### config.mk
export PLATFORM = sky130hd
export DESIGN_NAME = ddc_overrange_and_nco_preset_select
export DESIGN_NICKNAME = d
export VERILOG_FILES = /design/src/include/ddc_ovr_pkg.sv /design/src/hdl/ddc_overrange_and_nco_preset_select.sv
export SDC_FILE = /design/constraint.sdc
export NUM_CORES = 2
export LEC_CHECK = 0
export BUFFER_PORTS_ARGS = -buffer_cell sky130_fd_sc_hd__buf_2
export CAP_MARGIN = 20
export CORE_MARGIN = 2
export CORE_UTILIZATION = 59
export DETAILED_ROUTE_END_ITERATION = 16
export GPL_TIMING_DRIVEN = 0
export PLACE_DENSITY = 0.77
export SYNTH_ARGS = -nofsm -noshare
export SYNTH_HDL_FRONTEND = slang
export SYNTH_SLANG_ARGS = --single-unit
### constraint.sdc
create_clock -name hclk -period 8.16 [get_ports hclk]
set_input_delay 0.408 -clock hclk [delete_from_list [all_inputs] [get_ports hclk]]
set_output_delay 0.408 -clock hclk [all_outputs]
set_load 0.05 [all_outputs]
### src/include/ddc_ovr_pkg.sv
// Constants shared by the over-range and NCO preset selection block
package ddc_ovr_pkg;
  // Default widths and depths
  localparam int SAMPLE_W_DEF = 16;
  localparam int FREQ_W_DEF = 32;
  localparam int PHASE_W_DEF = 16;
  localparam int FIFO_DEPTH_DEF = 16;
  // Register indices; byte address is four times the index
  localparam logic [9:0] IDX_DDC_GAIN = 10'h210;
  localparam logic [9:0] IDX_LEVEL_I = 10'h211;
  localparam logic [9:0] IDX_LEVEL_Q = 10'h212;
  localparam logic [9:0] IDX_OVERRANGE_OUTPUT_CONFIG = 10'h213;
  localparam logic [9:0] IDX_MODE = 10'h214;
  localparam logic [9:0] IDX_SEL = 10'h215;
  localparam logic [9:0] IDX_CHAN_MODE = 10'h21f;
  // Preset words: base + chan*8 + preset*2 + (0 freq, 1 phase)
  localparam logic [9:0] IDX_PRESET_BASE = 10'h220;
  // Field positions
  localparam int BIT_GAIN_DOUBLE = 0;
  localparam int BIT_PIN_ENABLE = 3;
  localparam int LSB_STRETCH = 0;
  localparam int LSB_SEL_A = 0;
  localparam int LSB_SEL_B = 2;
  localparam int BIT_SINGLE = 0;
  // Reset values
  localparam logic RST_GAIN_DOUBLE = 1'b0;
  localparam logic [7:0] RST_LEVEL_I = 8'hf2;
  localparam logic [7:0] RST_LEVEL_Q = 8'hab;
  localparam logic RST_PIN_ENABLE = 1'b0;
  localparam logic [2:0] RST_STRETCH = 3'h7;
  localparam logic [1:0] RST_MODE = 2'h0;
  localparam logic [1:0] RST_SEL = 2'h0;
  localparam logic RST_SINGLE = 1'b0;
  // Preset selection modes
  localparam logic [1:0] MODE_REGISTER = 2'h0;
  localparam logic [1:0] MODE_PINS_SPLIT = 2'h1;
  localparam logic [1:0] MODE_PINS_SHARED = 2'h2;
  // Pulse stretch: minimum length is STRETCH_BASE << field
  localparam int STRETCH_BASE = 8;
  localparam int STRETCH_CNT_W = 11;
  // Level full scale is 256 steps
  localparam int LEVEL_W = 8;
endpackage

### src/hdl/ddc_overrange_and_nco_preset_select.sv
// Over-range detection, pulse stretching and NCO preset selection with AHB-Lite registers
//
// Decided for this implementation: the AHB-Lite slave port.
`timescale 1ns/10ps
`default_nettype none
// Summary of operation
// Gain double bit: 0 dB or 6.02 dB
// Software enables doubling only with image removed
// In-phase flag when level reaches threshold
// Quadrature flag when level reaches threshold
// Threshold equals value over 256 full scale
// Pin enable clear holds pins low
// Stream flags ignore the pin enable
// Pin pulse lasts eight times two^field
// Four presets per channel, one active
// Mode 0 takes preset from register fields
// Mode 1: each channel its own pins
// Mode 2: both use channel A pins
// Single channel follows channel A method
// Select fields at 1:0 and 3:2
// Pin 0 in-phase, pin 1 quadrature
// Preset pins synchronised before use

module sync_fifo
#(
  parameter int WIDTH = 64,
  parameter int DEPTH = 16
)
(
  input wire logic clk,
  input wire logic rst_n,
  input wire logic wr_valid,
  output logic wr_ready,
  input wire logic [WIDTH-1:0] wr_data,
  output logic rd_valid,
  input wire logic rd_ready,
  output logic [WIDTH-1:0] rd_data
);
  localparam int PTR_W = (DEPTH > 1) ? $clog2(DEPTH) : 1;
  localparam int CNT_W = $clog2(DEPTH + 1);

  typedef struct packed {
    logic [DEPTH-1:0][WIDTH-1:0] mem;
    logic [PTR_W-1:0] wptr;
    logic [PTR_W-1:0] rptr;
    logic [CNT_W-1:0] count;
    logic not_full;
    logic not_empty;
  } fifo_state_t;

  fifo_state_t state_ff;
  fifo_state_t nxt_state;
  logic push;
  logic pop;

  function automatic logic [PTR_W-1:0] ptr_inc(input logic [PTR_W-1:0] p);
    ptr_inc = (p == PTR_W'(DEPTH - 1)) ? '0 : PTR_W'(p + 1'b1);
  endfunction

  assign wr_ready = state_ff.not_full;
  assign rd_valid = state_ff.not_empty;
  assign rd_data = state_ff.mem[state_ff.rptr];
  assign push = wr_valid & state_ff.not_full;
  assign pop = rd_ready & state_ff.not_empty;

  always_comb
  begin
    nxt_state = state_ff;
    if (push)
    begin
      nxt_state.mem[state_ff.wptr] = wr_data;
      nxt_state.wptr = ptr_inc(state_ff.wptr);
    end
    if (pop)
    begin
      nxt_state.rptr = ptr_inc(state_ff.rptr);
    end
    if (push && !pop)
    begin
      nxt_state.count = CNT_W'(state_ff.count + 1'b1);
    end
    else if (pop && !push)
    begin
      nxt_state.count = CNT_W'(state_ff.count - 1'b1);
    end
    nxt_state.not_full = (nxt_state.count != CNT_W'(DEPTH));
    nxt_state.not_empty = (nxt_state.count != '0);
  end

  always_ff @(posedge clk or negedge rst_n)
  begin
    if (!rst_n)
    begin
      state_ff <= '0;
      state_ff.not_full <= 1'b1;
    end
    else
    begin
      state_ff <= nxt_state;
    end
  end
endmodule // sync_fifo

module ddc_overrange_and_nco_preset_select
  import ddc_ovr_pkg::*;
#(
  parameter int SAMPLE_W = SAMPLE_W_DEF,
  parameter int FREQ_W = FREQ_W_DEF,
  parameter int PHASE_W = PHASE_W_DEF,
  parameter int FIFO_DEPTH = FIFO_DEPTH_DEF
)
(
  input wire logic hclk,
  input wire logic hresetn,
  input wire logic hsel,
  input wire logic [31:0] haddr,
  input wire logic [1:0] htrans,
  input wire logic hwrite,
  input wire logic [2:0] hsize,
  input wire logic [31:0] hwdata,
  input wire logic hready,
  output logic hreadyout,
  output logic hresp,
  output logic [31:0] hrdata,
  input wire logic in_valid,
  output logic in_ready,
  input wire logic [SAMPLE_W-1:0] in_a_i,
  input wire logic [SAMPLE_W-1:0] in_a_q,
  input wire logic [SAMPLE_W-1:0] in_b_i,
  input wire logic [SAMPLE_W-1:0] in_b_q,
  output logic out_valid,
  input wire logic out_ready,
  output logic [SAMPLE_W-1:0] out_a_i,
  output logic [SAMPLE_W-1:0] out_a_q,
  output logic [SAMPLE_W-1:0] out_b_i,
  output logic [SAMPLE_W-1:0] out_b_q,
  output logic out_flag_a_i,
  output logic out_flag_a_q,
  output logic out_flag_b_i,
  output logic out_flag_b_q,
  input wire logic [1:0] preset_pins_chan_a,
  input wire logic [1:0] preset_pins_chan_b,
  output logic ovr_pin_a_i,
  output logic ovr_pin_a_q,
  output logic ovr_pin_b_i,
  output logic ovr_pin_b_q,
  output logic [1:0] active_preset_a,
  output logic [1:0] active_preset_b,
  output logic [FREQ_W-1:0] nco_freq_word_a,
  output logic [PHASE_W-1:0] nco_phase_word_a,
  output logic [FREQ_W-1:0] nco_freq_word_b,
  output logic [PHASE_W-1:0] nco_phase_word_b
);
  localparam int WORD_W = 4 * SAMPLE_W;

  typedef struct packed {
    logic gain_double;
    logic [LEVEL_W-1:0] level_i;
    logic [LEVEL_W-1:0] level_q;
    logic pin_enable;
    logic [2:0] stretch;
    logic [1:0] mode;
    logic [1:0] sel_a;
    logic [1:0] sel_b;
    logic single;
    logic [1:0][3:0][FREQ_W-1:0] freq;
    logic [1:0][3:0][PHASE_W-1:0] phase;
    logic ready;
    logic wr_pend;
    logic [9:0] wr_idx;
    logic [31:0] rdata;
    logic [1:0] pa_meta;
    logic [1:0] pa_sync;
    logic [1:0] pb_meta;
    logic [1:0] pb_sync;
    logic out_valid;
    logic [3:0][SAMPLE_W-1:0] smp;
    logic [3:0] flag;
    logic [3:0][STRETCH_CNT_W-1:0] cnt;
    logic [3:0] pin;
    logic [1:0] act_a;
    logic [1:0] act_b;
    logic [FREQ_W-1:0] freq_a;
    logic [PHASE_W-1:0] phase_a;
    logic [FREQ_W-1:0] freq_b;
    logic [PHASE_W-1:0] phase_b;
  } state_t;

  state_t state_ff;
  state_t nxt_state;
  logic fifo_valid;
  logic fifo_ready;
  logic [WORD_W-1:0] fifo_data;

  // Doubling with saturation so that a clipped sample keeps its sign
  function automatic logic [SAMPLE_W-1:0] sat_double(input logic [SAMPLE_W-1:0] x);
    if (x[SAMPLE_W-1] != x[SAMPLE_W-2])
    begin
      sat_double = x[SAMPLE_W-1] ? {1'b1, {(SAMPLE_W-1){1'b0}}} : {1'b0, {(SAMPLE_W-1){1'b1}}};
    end
    else
    begin
      sat_double = {x[SAMPLE_W-2:0], 1'b0};
    end
  endfunction

  // Magnitude fits unsigned in SAMPLE_W bits, including the most negative code
  function automatic logic [SAMPLE_W-1:0] abs_level(input logic [SAMPLE_W-1:0] x);
    abs_level = x[SAMPLE_W-1] ? SAMPLE_W'(~x + 1'b1) : x;
  endfunction

  // Threshold of lvl/256 of the full scale 2^(SAMPLE_W-1)
  function automatic logic [SAMPLE_W-1:0] level_scale(input logic [LEVEL_W-1:0] lvl);
    level_scale = {1'b0, lvl, {(SAMPLE_W-LEVEL_W-1){1'b0}}};
  endfunction

  function automatic logic [STRETCH_CNT_W-1:0] stretch_len(input logic [2:0] f);
    stretch_len = STRETCH_CNT_W'(STRETCH_BASE) << f;
  endfunction

  function automatic logic is_preset(input logic [9:0] idx);
    is_preset = (idx[9:4] == IDX_PRESET_BASE[9:4]);
  endfunction

  function automatic logic [31:0] reg_read(input state_t st, input logic [9:0] idx);
    reg_read = '0;
    if (is_preset(idx))
    begin
      if (idx[0])
      begin
        reg_read = 32'(st.phase[idx[3]][idx[2:1]]);
      end
      else
      begin
        reg_read = 32'(st.freq[idx[3]][idx[2:1]]);
      end
    end
    else
    begin
      case (idx)
        IDX_DDC_GAIN: reg_read[BIT_GAIN_DOUBLE] = st.gain_double;
        IDX_LEVEL_I: reg_read[LEVEL_W-1:0] = st.level_i;
        IDX_LEVEL_Q: reg_read[LEVEL_W-1:0] = st.level_q;
        IDX_OVERRANGE_OUTPUT_CONFIG:
        begin
          reg_read[BIT_PIN_ENABLE] = st.pin_enable;
          reg_read[LSB_STRETCH +: 3] = st.stretch;
        end
        IDX_MODE: reg_read[1:0] = st.mode;
        IDX_SEL:
        begin
          reg_read[LSB_SEL_A +: 2] = st.sel_a;
          reg_read[LSB_SEL_B +: 2] = st.sel_b;
        end
        IDX_CHAN_MODE: reg_read[BIT_SINGLE] = st.single;
        default: reg_read = '0;
      endcase
    end
  endfunction

  sync_fifo #(
    .WIDTH(WORD_W),
    .DEPTH(FIFO_DEPTH)
  ) u_fifo (
    .clk(hclk),
    .rst_n(hresetn),
    .wr_valid(in_valid),
    .wr_ready(in_ready),
    .wr_data({in_b_q, in_b_i, in_a_q, in_a_i}),
    .rd_valid(fifo_valid),
    .rd_ready(fifo_ready),
    .rd_data(fifo_data)
  );

  // Output stage stalls the FIFO while the consumer holds off
  assign fifo_ready = !state_ff.out_valid | out_ready;

  always_comb
  begin
    logic [1:0] idx_a;
    logic [1:0] idx_b;
    logic [SAMPLE_W-1:0] sample;
    logic take;
    idx_a = '0;
    idx_b = '0;
    sample = '0;
    take = fifo_valid & fifo_ready;
    nxt_state = state_ff;

    // Data phase of a write lands here
    if (state_ff.wr_pend)
    begin
      if (is_preset(state_ff.wr_idx))
      begin
        if (state_ff.wr_idx[0])
        begin
          nxt_state.phase[state_ff.wr_idx[3]][state_ff.wr_idx[2:1]] = hwdata[PHASE_W-1:0];
        end
        else
        begin
          nxt_state.freq[state_ff.wr_idx[3]][state_ff.wr_idx[2:1]] = hwdata[FREQ_W-1:0];
        end
      end
      else
      begin
        case (state_ff.wr_idx)
          IDX_DDC_GAIN: nxt_state.gain_double = hwdata[BIT_GAIN_DOUBLE];
          IDX_LEVEL_I: nxt_state.level_i = hwdata[LEVEL_W-1:0];
          IDX_LEVEL_Q: nxt_state.level_q = hwdata[LEVEL_W-1:0];
          IDX_OVERRANGE_OUTPUT_CONFIG:
          begin
            nxt_state.pin_enable = hwdata[BIT_PIN_ENABLE];
            nxt_state.stretch = hwdata[LSB_STRETCH +: 3];
          end
          IDX_MODE: nxt_state.mode = hwdata[1:0];
          IDX_SEL:
          begin
            nxt_state.sel_a = hwdata[LSB_SEL_A +: 2];
            nxt_state.sel_b = hwdata[LSB_SEL_B +: 2];
          end
          IDX_CHAN_MODE: nxt_state.single = hwdata[BIT_SINGLE];
          default: nxt_state.wr_pend = 1'b0;
        endcase
      end
    end

    // Address phase; reads see a write completing in the same cycle
    nxt_state.wr_pend = 1'b0;
    if (hsel && hready && htrans[1])
    begin
      nxt_state.wr_pend = hwrite && (haddr[1:0] == 2'h0);
      nxt_state.wr_idx = haddr[11:2];
      nxt_state.rdata = '0;
      if (!hwrite && (haddr[1:0] == 2'h0))
      begin
        nxt_state.rdata = reg_read(nxt_state, haddr[11:2]);
      end
    end

    // Two-stage synchronisers for the preset pins
    nxt_state.pa_meta = preset_pins_chan_a;
    nxt_state.pa_sync = state_ff.pa_meta;
    nxt_state.pb_meta = preset_pins_chan_b;
    nxt_state.pb_sync = state_ff.pb_meta;

    // Preset index per channel; reserved mode falls back to the register fields
    case (state_ff.mode)
      MODE_PINS_SPLIT:
      begin
        idx_a = state_ff.pa_sync;
        idx_b = state_ff.pb_sync;
      end
      MODE_PINS_SHARED:
      begin
        idx_a = state_ff.pa_sync;
        idx_b = state_ff.pa_sync;
      end
      default:
      begin
        idx_a = state_ff.sel_a;
        idx_b = state_ff.sel_b;
      end
    endcase
    if (state_ff.single)
    begin
      idx_b = idx_a;
    end
    nxt_state.act_a = idx_a;
    nxt_state.act_b = idx_b;
    nxt_state.freq_a = state_ff.freq[0][idx_a];
    nxt_state.phase_a = state_ff.phase[0][idx_a];
    nxt_state.freq_b = state_ff.freq[1][idx_b];
    nxt_state.phase_b = state_ff.phase[1][idx_b];

    // Output stage: gain, then level detection on the delivered sample
    if (take)
    begin
      nxt_state.out_valid = 1'b1;
      for (int k = 0; k < 4; k++)
      begin
        sample = fifo_data[k*SAMPLE_W +: SAMPLE_W];
        if (state_ff.gain_double)
        begin
          sample = sat_double(sample);
        end
        nxt_state.smp[k] = sample;
        if (k[0])
        begin
          nxt_state.flag[k] = abs_level(sample) >= level_scale(state_ff.level_q);
        end
        else
        begin
          nxt_state.flag[k] = abs_level(sample) >= level_scale(state_ff.level_i);
        end
      end
    end
    else if (out_ready)
    begin
      nxt_state.out_valid = 1'b0;
    end

    // Pin stretching: pin k follows flag k of each delivered sample
    for (int k = 0; k < 4; k++)
    begin
      if (take && nxt_state.flag[k])
      begin
        nxt_state.cnt[k] = STRETCH_CNT_W'(stretch_len(state_ff.stretch) - 1'b1);
        nxt_state.pin[k] = state_ff.pin_enable;
      end
      else
      begin
        if (state_ff.cnt[k] != '0)
        begin
          nxt_state.cnt[k] = STRETCH_CNT_W'(state_ff.cnt[k] - 1'b1);
        end
        nxt_state.pin[k] = state_ff.pin_enable && (state_ff.cnt[k] != '0);
      end
    end
  end

  always_ff @(posedge hclk or negedge hresetn)
  begin
    if (!hresetn)
    begin
      state_ff <= '0;
      state_ff.gain_double <= RST_GAIN_DOUBLE;
      state_ff.level_i <= RST_LEVEL_I;
      state_ff.level_q <= RST_LEVEL_Q;
      state_ff.pin_enable <= RST_PIN_ENABLE;
      state_ff.stretch <= RST_STRETCH;
      state_ff.mode <= RST_MODE;
      state_ff.sel_a <= RST_SEL;
      state_ff.sel_b <= RST_SEL;
      state_ff.single <= RST_SINGLE;
      state_ff.ready <= 1'b1;
    end
    else
    begin
      state_ff <= nxt_state;
    end
  end

  assign hreadyout = state_ff.ready;
  assign hresp = 1'b0;
  assign hrdata = state_ff.rdata;
  assign out_valid = state_ff.out_valid;
  assign out_a_i = state_ff.smp[0];
  assign out_a_q = state_ff.smp[1];
  assign out_b_i = state_ff.smp[2];
  assign out_b_q = state_ff.smp[3];
  assign out_flag_a_i = state_ff.flag[0];
  assign out_flag_a_q = state_ff.flag[1];
  assign out_flag_b_i = state_ff.flag[2];
  assign out_flag_b_q = state_ff.flag[3];
  assign ovr_pin_a_i = state_ff.pin[0];
  assign ovr_pin_a_q = state_ff.pin[1];
  assign ovr_pin_b_i = state_ff.pin[2];
  assign ovr_pin_b_q = state_ff.pin[3];
  assign active_preset_a = state_ff.act_a;
  assign active_preset_b = state_ff.act_b;
  assign nco_freq_word_a = state_ff.freq_a;
  assign nco_phase_word_a = state_ff.phase_a;
  assign nco_freq_word_b = state_ff.freq_b;
  assign nco_phase_word_b = state_ff.phase_b;
endmodule // ddc_overrange_and_nco_preset_select
`default_nettype wire

==> metrics.txt <==
cell row count=136; vias per cell=6.51; initial antenna violation count=13; VDD IR max=0.000340 V; Ys Warns=0; first-pass GRT wire length=379 mm; reg2reg setup slack=100 ps; Cells after Synth=5986; Global Route Usage Sum=0.366; end of the worst register-to-register path=state_ff[144]$_DFFE_PN0P_; critical path required time=8900 ps; die footprint=142000 um^2; Fill cells=9671; max-slew violations=0; Clock Root Buffer=clkbuf_16; dpl cells=8123; #FFs+latches synth=1719; wire per inst=30.1 um; Synth Area in Compound Gates=0.0450; PD cells=390 nW/um^2; Async SR Flop Fraction=1.00; Die Span Y=377 um; post-route ant nets=0; TritonCTS buffer count=178; largest family of logic cells by synthesized area=multiplexers; Core Region=138000 um^2; Initial Util=0.596; latest clock arrival within the worst-skew pair=830 ps; Max-Slew Margin vs Limit=0.140; Remaining Overflow, GRT=0; Avg Cell Area, Syn=13.7 um^2; Fin. Hold Viols=0; Pwr Total=36.6 mW; EDFF count, synth=0; Synth Area in XOR/XNOR=0.00811; HPWL after DPL=177 mm; Max-Cap Viols=0; final WL=258 mm; fraction of layout cells with a size suffix above 1=0.413; Min-Delay Path Class=input pin to flop; final non-filler cell total=8562; fin crit share=0.988; initial DRC count=5980; # nets final=6823; final hold slack=185 ps; CP Class=flop to flop; vias in the first global route=57200; # H-tree levels=4; cell area after synthesis=82100 um^2; worst reg-to-reg path cell count=25; multiplexer area fraction after synthesis=0.325; Max Clk Rate=0.124 GHz; Final Wtd Congestion=0.993; worst-path maximum fanout=10; RSZ-0062 raised after global routing=true; P_leak=43.2 nW; drt first pass iters=8; CTS tree=done; via count=55700; Die X=377 um; final setup fails=0; Worst-path clk slew=60 ps; hold endpoint=state_ff[674]$_DFF_PN0_; Area growth syn-to-layout=14.4%; Reg2Reg Launch Point=u_fifo.state_ff[8]$_DFFE_PN0P_; Final min period=8060 ps; number of distinct library cells after synthesis=86; Startpoint Class=flop; post-synthesis simple-gate area fraction=0.0445; largest net degree at the start of global routing=176; Max Root-Sink Buffers=3; status=complete, no violations; io pins=352; adder-cell share of the synthesized area=0.00869; signal arrival time at the worst endpoint=8800 ps; Final Util=0.681; worst slew pin tran=1290 ps; CTS Sinks=1719; Synth Flop Type=dfrtp_1; IO Port Bufs=319; sequential element share of the synthesized area=0.524; syn_nets=6187; hold path cells=3; DRC=0; Setup Skew=35.5 ps; Hold Path Origin=hwdata[2]; CP Capture Type=flop
## cell usage after synthesis (9+ instances only)
library cell	number	share of area
dfrtp_1	1705	0.52
mux2_2	1478	0.20
nand2_1	455	0.021
clkbuf_1	330	0.015
mux4_2	324	0.089
mux2i_1	254	0.031
buf_4	210	0.019
o21ai_0	139	0.0085
nor2_1	120	0.0055
a21oi_1	70	0.0043
a221oi_1	64	0.0068
a31oi_1	57	0.0043
ha_1	57	0.0087
and3_1	55	0.0042
inv_1	52	0.0024
buf_1	51	0.0023
a22oi_1	48	0.0044
nand3_1	42	0.0026
xnor2_1	39	0.0042
xor2_1	37	0.0039
buf_2	30	0.0018
a22o_1	25	0.0027
buf_6	25	0.0034
nor3_1	25	0.0015
nand2b_1	23	0.0018
mux2_1	17	0.0023
a21o_1	15	0.0014
dfstp_2	14	0.0045
o31ai_1	14	0.0013
and2_1	12	0.00091
or3_1	12	0.00091
a2bb2oi_1	11	0.0012
nand4_1	11	0.00084
o211ai_1	10	0.00091
or2_2	10	0.00076
nor2b_1	9	0.00069
o21a_1	9	0.00082
o22ai_1	9	0.00069
## worst max-delay path: stages (launching register included)
cell and delay [ps]:
dfrtp_1 420, buf_2 390, and2_1 270, clkbuf_2 440
clkbuf_2 490, clkbuf_1 720, a221oi_1 270, a22oi_1 280
nand2_2 230, ha_1 430, nand2b_1 180, and2_1 160
clkbuf_1 230, a21oi_1 220, and4_1 410, nor3b_2 400
nor2_1 100, xnor2_1 260, ha_1 290, a21oi_1 180
o22ai_1 100, a2111oi_0 370, a21boi_1 330, a2bb2oi_4 320
buf_4 270, mux2i_1 200
## layout by cell type, fill, tap and decap left out, types with 56 or more instances in the layout
cell type and count:
dfrtp_1 1705, mux2_2 1478, nand2_1 452, buf_2 343, clkbuf_1 342, mux4_2 324, mux2i_1 254, buf_4 215
clkbuf_16 181, o21ai_0 138, nor2_1 118, dlygate4sd3_1 108, a21oi_1 66, a221oi_1 62, a31oi_1 57, ha_1 56
## report_power, final
part           leakage [nW]  switching, mW  internal [mW]  total, mW
Sequential             21.8           1.59           11.3       12.9
Combinational          18.5           8.77           6.61       15.4
Clock                  3.00           3.56           4.83       8.39
Total                  43.2           13.9           22.7       36.6
## through the flow
stage / area, um^2 / TNS, ps / setup slack (ps)
final: 93900 / 0 / 98.8
after global routing: 93900 / -396 / -82.4
after CTS: 93700 / 0 / 56.0
after detailed placement: 86500 / -47220 / -1420
after global placement: 86000 / - / -30490
after floorplan: 82100 / 0 / 2040
## routing by layer
metal / track usage / vias up / share of wire
met4: 0.203 / 12 / 0.058
met3: 0.0975 / 738 / 0.098
li1: - / 23000 / -
met2: 0.560 / 2921 / 0.46
met5: 0 / - / 0.00029
met1: 0.476 / 29000 / 0.38
## layout make-up
class	instances	area (um^2)	area share
multi-input cells	3562	35500	0.378
clock buffers	258	5320	0.0566
diodes	4	10.0	0.000107
flip-flops and latches	1719	43000	0.458
inverters	58	218	0.00232
well taps	1794	2240	0.0239
plain buffers	643	3510	0.0374
clock inverters	64	737	0.00785
repair buffers	460	3310	0.0352
## sequential cells by signal (all words and copies together) (netlist names), 2 cells and up
signal and cells:
out_b_i 16, state_ff 471, nco_phase_word_a 16, nco_freq_word_a 32, nco_phase_word_b 16, nco_freq_word_b 32, active_preset_b 2, nxt_state 4
out_b_q 16, out_a_i 16, u_fifo.state_ff 1037, active_preset_a 2, hrdata 32, out_a_q 16
## how the worst max path moves through the flow
stage                               startpoint                          endpoint  slack [ps]
5_1_grt         u_fifo.state_ff[8]$_DFFE_PN0P_         state_ff[144]$_DFFE_PN0P_         -80
6_report        u_fifo.state_ff[8]$_DFFE_PN0P_         state_ff[144]$_DFFE_PN0P_         100
3_3_place_gp                           hresetn  u_fifo.state_ff[549]$_DFFE_PN0P_      -30490
2_1_floorplan   u_fifo.state_ff[8]$_DFFE_PN0P_             ovr_pin_b_i$_DFF_PN0_        2040
3_5_place_dp   u_fifo.state_ff[10]$_DFFE_PN0P_         state_ff[119]$_DFFE_PN0P_       -1420
4_1_cts         u_fifo.state_ff[7]$_DFFE_PN0P_         state_ff[144]$_DFFE_PN0P_          60
## cells by family after synthesis
family | after synthesis
multiplexers | 2073
flip-flops | 1719
AND/OR/NAND/NOR | 813
buffers and inverters | 705
AO/OA/AOI/OAI | 541
XOR/XNOR | 76
adder cells (fa/ha/maj) | 57
other | 2
## timing repair
item,in CTS,in global routing
hold buffers,108,0
endpoints found under the hold margin,741,0
setup buffers,2,0
setup endpoints to repair,39,39
resized for setup,25,35
No activity file was read; power rests on OpenSTA's default activity.
